<file path="src/core/nvc_pkg.sv">
// Constants and types for the nonvolatile SRAM host controller
package nvc_pkg;
  localparam int ADDR_W = 13;
  localparam int DATA_W = 8;
  localparam int CLK_MHZ = 50;
  // Sequence addresses
  localparam logic [12:0] SEQ_A1 = 13'h0000;
  localparam logic [12:0] SEQ_A2 = 13'h1555;
  localparam logic [12:0] SEQ_A3 = 13'h0aaa;
  localparam logic [12:0] SEQ_A4 = 13'h1fff;
  localparam logic [12:0] SEQ_A5 = 13'h10f0;
  localparam logic [12:0] SEQ_SAVE = 13'h0f0f;
  localparam logic [12:0] SEQ_RESTORE = 13'h0f0e;
  localparam logic [12:0] SEQ_TEST = 13'h139c;
  // Bus timing in ns and in clock cycles
  localparam int ACCESS_NS = 45;
  localparam int PULSE_NS = 60;
  localparam int ACCESS_CYC = (ACCESS_NS * CLK_MHZ + 999) / 1000;
  localparam int PULSE_CYC = (PULSE_NS * CLK_MHZ + 999) / 1000;
  // Nonvolatile operation times
  localparam int SAVE_MS = 10;
  localparam int RESTORE_US = 20;
  localparam int POWERUP_US = 650;
  localparam int SAVE_CYC = SAVE_MS * 1000 * CLK_MHZ;
  localparam int RESTORE_CYC = RESTORE_US * CLK_MHZ;
  localparam int POWERUP_CYC = POWERUP_US * CLK_MHZ;
  localparam int CNT_W = 20;
  // Command codes
  localparam logic [1:0] CMD_READ = 2'h0;
  localparam logic [1:0] CMD_WRITE = 2'h1;
  localparam logic [1:0] CMD_SAVE = 2'h2;
  localparam logic [1:0] CMD_RESTORE = 2'h3;

  typedef enum logic [2:0] {
    ST_POWERUP = 3'b000,
    ST_IDLE = 3'b001,
    ST_SETUP = 3'b011,
    ST_STROBE = 3'b010,
    ST_GAP = 3'b110,
    ST_BUSY = 3'b111
  } state_t;

  typedef struct packed {
    logic select_n;
    logic write_n;
    logic gate_n;
    logic [12:0] addr;
    logic [7:0] dout;
    logic drive;
  } pins_t;

  typedef struct packed {
    state_t st;
    pins_t pins;
    logic [CNT_W-1:0] cnt;
    logic [2:0] step;
    logic seq;
    logic save;
    logic is_write;
    logic [7:0] rdata;
    logic done;
    logic ready;
  } ctl_t;
endpackage

</file>
<file path="src/core/nvc_host.sv">
// Host controller driving the nonvolatile SRAM bus pins
//
// Summary of operation
// - Save needs six reads ending at 0f0f
// - Restore needs same five reads then 0f0e
// - Write strobe held high in sequence
// - Never issue sequence ending in 139c
// - Select strobe clocks every sequence step
// - Address stable across whole write
// - Gate held high during writes
// - Intervening access aborts the sequence
module nvc_host #(
  parameter int SAVE_CYCLES = nvc_pkg::SAVE_CYC,
  parameter int RESTORE_CYCLES = nvc_pkg::RESTORE_CYC,
  parameter int POWERUP_CYCLES = nvc_pkg::POWERUP_CYC
) (
  input wire logic SYS_CLK,
  input wire logic RESET_N,
  input wire logic REQ_VALID,
  input wire logic [1:0] REQ_CMD,
  input wire logic [12:0] REQ_ADDR,
  input wire logic [7:0] REQ_WDATA,
  output logic REQ_READY,
  output logic RSP_VALID,
  output logic [7:0] RSP_RDATA,
  output logic NV_SELECT_N,
  output logic NV_WRITE_N,
  output logic NV_GATE_N,
  output logic [12:0] ADDR_LINES,
  output logic [7:0] DATA_LINES_O,
  output logic DATA_LINES_OE,
  input wire logic [7:0] DATA_LINES_I
);
  initial begin
    if (SAVE_CYCLES < 1 || SAVE_CYCLES >= (1 << nvc_pkg::CNT_W))
      $error("SAVE_CYCLES out of range");
    if (RESTORE_CYCLES < 1 || RESTORE_CYCLES >= (1 << nvc_pkg::CNT_W))
      $error("RESTORE_CYCLES out of range");
    if (POWERUP_CYCLES < 1 || POWERUP_CYCLES >= (1 << nvc_pkg::CNT_W))
      $error("POWERUP_CYCLES out of range");
  end

  localparam logic [19:0] PULSE = 20'(nvc_pkg::PULSE_CYC);
  localparam logic [19:0] ACCESS = 20'(nvc_pkg::ACCESS_CYC);
  localparam logic [19:0] SAVE_T = 20'(SAVE_CYCLES);
  localparam logic [19:0] RESTORE_T = 20'(RESTORE_CYCLES);
  localparam logic [19:0] POWERUP_T = 20'(POWERUP_CYCLES);

  // ----------------------------------------------------------------
  // Sequence address for a step
  // ----------------------------------------------------------------
  function automatic logic [12:0] seq_addr(input logic [2:0] step,
                                            input logic save);
    logic [12:0] a;
    a = nvc_pkg::SEQ_A1;
    case (step)
      3'h0: a = nvc_pkg::SEQ_A1;
      3'h1: a = nvc_pkg::SEQ_A2;
      3'h2: a = nvc_pkg::SEQ_A3;
      3'h3: a = nvc_pkg::SEQ_A4;
      3'h4: a = nvc_pkg::SEQ_A5;
      default: a = save ? nvc_pkg::SEQ_SAVE : nvc_pkg::SEQ_RESTORE;
    endcase
    return a;
  endfunction

  nvc_pkg::ctl_t r;
  nvc_pkg::ctl_t next_r;

  // ----------------------------------------------------------------
  // Next-state logic
  // ----------------------------------------------------------------
  always_comb begin
    next_r = r;
    next_r.done = 1'b0;
    case (r.st)
      nvc_pkg::ST_POWERUP: begin
        // Wait out the automatic restore before any access
        if (r.cnt >= POWERUP_T - 20'h1) begin
          next_r.st = nvc_pkg::ST_IDLE;
          next_r.cnt = '0;
          next_r.ready = 1'b1;
        end else begin
          next_r.cnt = r.cnt + 20'h1;
        end
      end
      nvc_pkg::ST_IDLE: begin
        if (REQ_VALID) begin
          next_r.ready = 1'b0;
          next_r.cnt = '0;
          next_r.st = nvc_pkg::ST_SETUP;
          next_r.pins.gate_n = 1'b1;
          if (REQ_CMD == nvc_pkg::CMD_SAVE ||
              REQ_CMD == nvc_pkg::CMD_RESTORE) begin
            // Whole sequence issued back to back, nothing intervenes
            next_r.seq = 1'b1;
            next_r.save = (REQ_CMD == nvc_pkg::CMD_SAVE);
            next_r.step = 3'h0;
            next_r.is_write = 1'b0;
            // The test sequence ending cannot be produced
            next_r.pins.addr = seq_addr(3'h0, 1'b0);
            next_r.pins.drive = 1'b0;
          end else begin
            next_r.seq = 1'b0;
            next_r.is_write = (REQ_CMD == nvc_pkg::CMD_WRITE);
            next_r.pins.addr = REQ_ADDR;
            next_r.pins.dout = REQ_WDATA;
            next_r.pins.drive = (REQ_CMD == nvc_pkg::CMD_WRITE);
          end
        end
      end
      nvc_pkg::ST_SETUP: begin
        // Address settles one cycle before select falls
        next_r.st = nvc_pkg::ST_STROBE;
        next_r.pins.select_n = 1'b0;
        if (r.is_write) begin
          next_r.pins.write_n = 1'b0;
          next_r.pins.gate_n = 1'b1;
        end else begin
          next_r.pins.write_n = 1'b1;
          next_r.pins.gate_n = 1'b0;
        end
      end
      nvc_pkg::ST_STROBE: begin
        // Address held while strobes are low
        if (r.cnt >= (r.seq ? PULSE : ACCESS) - 20'h1) begin
          next_r.cnt = '0;
          next_r.pins.select_n = 1'b1;
          next_r.pins.write_n = 1'b1;
          next_r.pins.gate_n = 1'b1;
          if (!r.is_write)
            next_r.rdata = DATA_LINES_I;
          next_r.st = nvc_pkg::ST_GAP;
        end else begin
          next_r.cnt = r.cnt + 20'h1;
        end
      end
      nvc_pkg::ST_GAP: begin
        next_r.pins.drive = 1'b0;
        if (r.seq && r.step == 3'h5) begin
          // Data lines float, address and strobes stay driven; wait out the operation
          next_r.st = nvc_pkg::ST_BUSY;
        end else if (r.seq) begin
          // One select pulse per distinct address, never repeated
          next_r.step = r.step + 3'h1;
          next_r.pins.addr = seq_addr(r.step + 3'h1, r.save);
          next_r.st = nvc_pkg::ST_SETUP;
        end else begin
          next_r.st = nvc_pkg::ST_IDLE;
          next_r.done = 1'b1;
          next_r.ready = 1'b1;
        end
      end
      nvc_pkg::ST_BUSY: begin
        // Erase/program or clear/copy happens inside the device
        if (r.cnt >= (r.save ? SAVE_T : RESTORE_T) - 20'h1) begin
          next_r.cnt = '0;
          next_r.st = nvc_pkg::ST_IDLE;
          next_r.seq = 1'b0;
          next_r.done = 1'b1;
          next_r.ready = 1'b1;
        end else begin
          next_r.cnt = r.cnt + 20'h1;
        end
      end
      default: begin
        next_r.st = nvc_pkg::ST_IDLE;
      end
    endcase
  end

  // ----------------------------------------------------------------
  // State register
  // ----------------------------------------------------------------
  always_ff @(posedge SYS_CLK or negedge RESET_N) begin
    if (!RESET_N) begin
      r <= '0;
      r.st <= nvc_pkg::ST_POWERUP;
      r.pins.select_n <= 1'b1;
      r.pins.write_n <= 1'b1;
      r.pins.gate_n <= 1'b1;
    end else begin
      r <= next_r;
    end
  end

  assign REQ_READY = r.ready;
  assign RSP_VALID = r.done;
  assign RSP_RDATA = r.rdata;
  assign NV_SELECT_N = r.pins.select_n;
  assign NV_WRITE_N = r.pins.write_n;
  assign NV_GATE_N = r.pins.gate_n;
  assign ADDR_LINES = r.pins.addr;
  assign DATA_LINES_O = r.pins.dout;
  assign DATA_LINES_OE = r.pins.drive;
endmodule

</file>
<file path="config.mk">
export PLATFORM = sky130hd
export DESIGN_NAME = nvc_host
export DESIGN_NICKNAME = d
export VERILOG_FILES = /design/src/core/nvc_pkg.sv /design/src/core/nvc_host.sv
export SDC_FILE = /design/constraint.sdc
export NUM_CORES = 1
export LEC_CHECK = 0
export ABC_CLOCK_PERIOD_IN_PS = 7500
export BUFFER_PORTS_ARGS = -buffer_cell sky130_fd_sc_hd__clkbuf_2
export CAP_MARGIN = 20
export CORE_AREA = 2 2 108 79
export CTS_CLUSTER_SIZE = 12
export DETAILED_ROUTE_END_ITERATION = 10
export DIE_AREA = 0 0 110 81
export HOLD_SLACK_MARGIN = 0.05
export PLACE_DENSITY_LB_ADDON = 0.15
export REMOVE_ABC_BUFFERS = 1
export SLEW_MARGIN = 20
export SYNTH_ARGS = -nofsm -noshare
export SYNTH_HDL_FRONTEND = slang
export SYNTH_SLANG_ARGS = --single-unit
export TNS_END_PERCENT = 1
</file>
<file path="constraint.sdc">
create_clock -name SYS_CLK -period 7.5 [get_ports SYS_CLK]
set_input_delay 1.5 -clock SYS_CLK [delete_from_list [all_inputs] [get_ports SYS_CLK]]
set_output_delay 1.5 -clock SYS_CLK [all_outputs]
set_load 0.1 [all_outputs]
</file>
==> flow_metrics.py <==
metrics = {
    "route": {
        "vias": 3109,
        "drt_iter0_drc": 153,
        "drt-vias-per-instance": 5.653,
        "routed_wl_um": 8574,
        "ant_nets": 0,
        "drc": 0,
        "avgRoutedWirePerCell_um": 15.59,
        "drtPass1Iterations": 5,
    },
    "critical_path": {
        "critPathBufInv": 2,
        "start_kind": "input pin",
        "crit_path_frequent_cell": "nor3_2",
        "worstPathRequired_ns": 7.71,
        "cp_max_fo": 21,
        "worstSetupPathType": "input pin to register",
        "critPathLaunch": "REQ_VALID",
        "slowest_delay_ns": 0.53,
        "cp_slowest_cell": "and2_1",
        "endpoint_kind": "register",
        "ff2ff_setup_slack_ns": 4.46,
        "r2r-start": "r[11]",
        "reg2reg_depth": 8,
        "arrival_ns": 3.26,
        "r2r_end": "r[16]",
        "crit_chain": "clkbuf_2 > nand2b_1 > a21oi_1 > nor2_1 > buf_4 > nor3_2 > and2_1 > nor3_2",
        "cp_top_family": "simple AND/OR/NAND/NOR gates",
    },
    "synth": {
        "ys_seq_area_share_pct": 41.20,
        "syn_area_um2": 3896,
        "syn_area_per_cell_um2": 9.668,
        "synth_top_area_share_pct": 39.18,
        "ys_top_cells_by_area": "dfrtp_1, buf_4, ha_1, mux2_2, a21oi_1",
        "synth_edf_count": 0,
        "synth_top_area_cell": "dfrtp_1",
        "synth_top_flop_cell": "dfrtp_1",
        "synthArstFlopShare_pct": 100.0,
        "synth-seq-cells": 64,
        "syn_inst": 403,
        "synth_cell_types": 57,
        "synth_warnings": 0,
    },
    "clocking": {
        "htree_levels": 3,
        "clk_pin_slew_worst_paths_ns": 0.07,
        "root_buffer": "clkbuf_8",
        "cts_buffers": 9,
        "cts_setup_buffers": 0,
        "tritoncts": "yes",
        "cts_buffer_depth": 2,
        "insertion_delay_ns": 0.34,
        "cts_resized": 0,
        "cts_hold_buf": 0,
        "clock-sinks": 64,
    },
    "cells_and_area": {
        "multi_input_area_um2": 1918,
        "layout_commonest_cell": "clkbuf_2",
        "final_nets": 492,
        "drive_gt1_share_pct": 29.89,
        "final_cell_mix": "clkbuf_2, dfrtp_1, nand2_1, nor2_1, a21oi_1",
        "regArea_um2": 1605,
        "antennaDiodeCount": 0,
        "nFillCells": 728,
        "area_delta_synth_final_pct": 8.510,
    },
    "placed_design": {
        "hpwl_um": 6117,
        "gp_congestion": 0.8739,
        "port_buffers": 68,
    },
    "grt": {
        "gr-usage-all-layers_pct": 20.97,
        "grt_first_pass_wirelength_um": 14390,
        "grt_max_degree": 65,
        "grt_pass1_vias": 2975,
        "grt_overflow_total": 0,
        "antenna_found_initial": 0,
    },
    "min_path": {
        "hold_path.class": "register to register",
        "hold_depth": 2,
        "worstHoldEndpoint": "NV_SELECT_N",
        "hp-start": "NV_SELECT_N",
    },
    "timing": {
        "slew_headroom_pct": 44.52,
        "period_needed_ns": 3.050,
        "rsz0062_at_grt": "false",
        "fin_setup_tns_ns": 0,
        "setup_viol_count_final": 0,
        "maxSlewViolCount": 0,
        "hold_viol_final": 0,
        "skew_ns": 0.008398,
        "min_period_over_period_pct": 40.67,
        "tightestPinTransition_ns": 0.8322,
        "clock.fmax_ghz": 0.3278,
    },
    "floorplan": {
        "die_y_um": 81,
        "start_util_pct": 48.57,
        "core_um2": 8023,
        "dieArea_um2": 8910,
        "io_pins": 69,
        "fp.dieW_um": 110,
        "num_rows": 28,
    },
    "job": {
        "max_cap_viol_count": 0,
    },
    "outcome": {
        "status": "finished clean",
    },
}
-- cells in the mapped netlist, types with 2 or more instances --
cell type   n
dfrtp_1    61
nor2_1     36
mux2_2     17
nand4bb_1   2
nor3b_2     2
nor4_1      4
buf_2       4
xnor2_1     2
o211ai_1    2
ha_1       18
o31ai_1     6
clkbuf_1    3
or2_2       3
a22o_1      3
nor2b_1     6
or3_1       2
a21oi_1    31
dfstp_2     3
a21o_1      6
a31oi_1     4
buf_6       5
nand4_1     3
o2bb2ai_2   8
inv_1      12
nor3_1     10
a221oi_2    2
nand2_1    39
nand3_1    17
a22oi_1     2
and2_1      2
a211oi_1    2
nor3_2      3
nand2b_1    2
mux2i_1     2
o21ai_0    27
buf_4      31
-- state kept, by name (all words and copies together) (netlist names) --
signal         flops
DATA_LINES_OE      1
DATA_LINES_O       8
NV_GATE_N          1
ADDR_LINES        13
REQ_READY          1
NV_SELECT_N        1
r                 29
RSP_RDATA          8
RSP_VALID          1
NV_WRITE_N         1
-- area by class of cell --
| class | count | share of cell area, % |
|---|---|---|
| clock inverter | 6 | 1.065 |
| timing repair buffer | 70 | 8.405 |
| inverter | 12 | 1.065 |
| tap | 105 | 3.107 |
| clock buffer | 10 | 3.019 |
| multi-input combinational | 283 | 45.37 |
| sequential | 64 | 37.97 |
-- worst register-to-register path, stage by stage (launching register included) --
cell and delay (ns):
dfrtp_1 0.51, inv_1 0.23, ha_1 0.40, a211oi_1 0.27, nand2_1 0.08, a211o_1 0.27, or3_4 0.48, a21oi_4 0.49
mux2_2 0.25
-- worst max-delay path by stage --
stage                 end  slack (ns)  cells past startpoint
floorplan           r[32]        4.36                      6
global placement    r[32]        4.14                      8
detailed placement  r[32]        4.10                      8
CTS                 r[16]        4.44                      8
global route        r[16]        4.27                      8
finish              r[32]        4.45                      8
-- metal layers --
layer | part of all wire (%) | wire, µm | global-route usage (%) | vias up
met5 | 0 | 0 | 0 | -
met4 | 0.99 | 85 | 5.949 | 0
met3 | 5.5 | 472 | 4.735 | 11
met2 | 44 | 3803 | 31.84 | 92
met1 | 49 | 4213 | 30.03 | 1513
li1 | - | - | - | 1493
-- per-stage QoR --
stage / instance area, µm² / hold slack [ns] / setup WS, ns / utilization [%] / cells
floorplan: 3568 / 0.4400 / 4.364 / - / 359
global placement: 4055 / 0.4499 / 4.140 / 50.55 / 534
detailed placement: 4055 / 0.4614 / 4.101 / 50.55 / 534
CTS: 4228 / 0.4737 / 4.437 / 52.70 / 550
global route: 4228 / 0.4835 / 4.274 / 52.70 / 550
finish: 4228 / 0.4695 / 4.450 / 52.70 / 550
-- cell families after synthesis --
kind of cell | share of synthesized area [%]
flip-flops | 41.20
AO/OA/AOI/OAI | 18.43
AND/OR/NAND/NOR | 19.14
adder cells (fa/ha/maj) | 5.780
buffers and inverters | 9.569
XOR/XNOR | 0.4497
multiplexers | 5.427
Power is left out: the tool's default activity adds up to more than one toggle a clock period on the data nets, which glitch-free logic cannot reach.
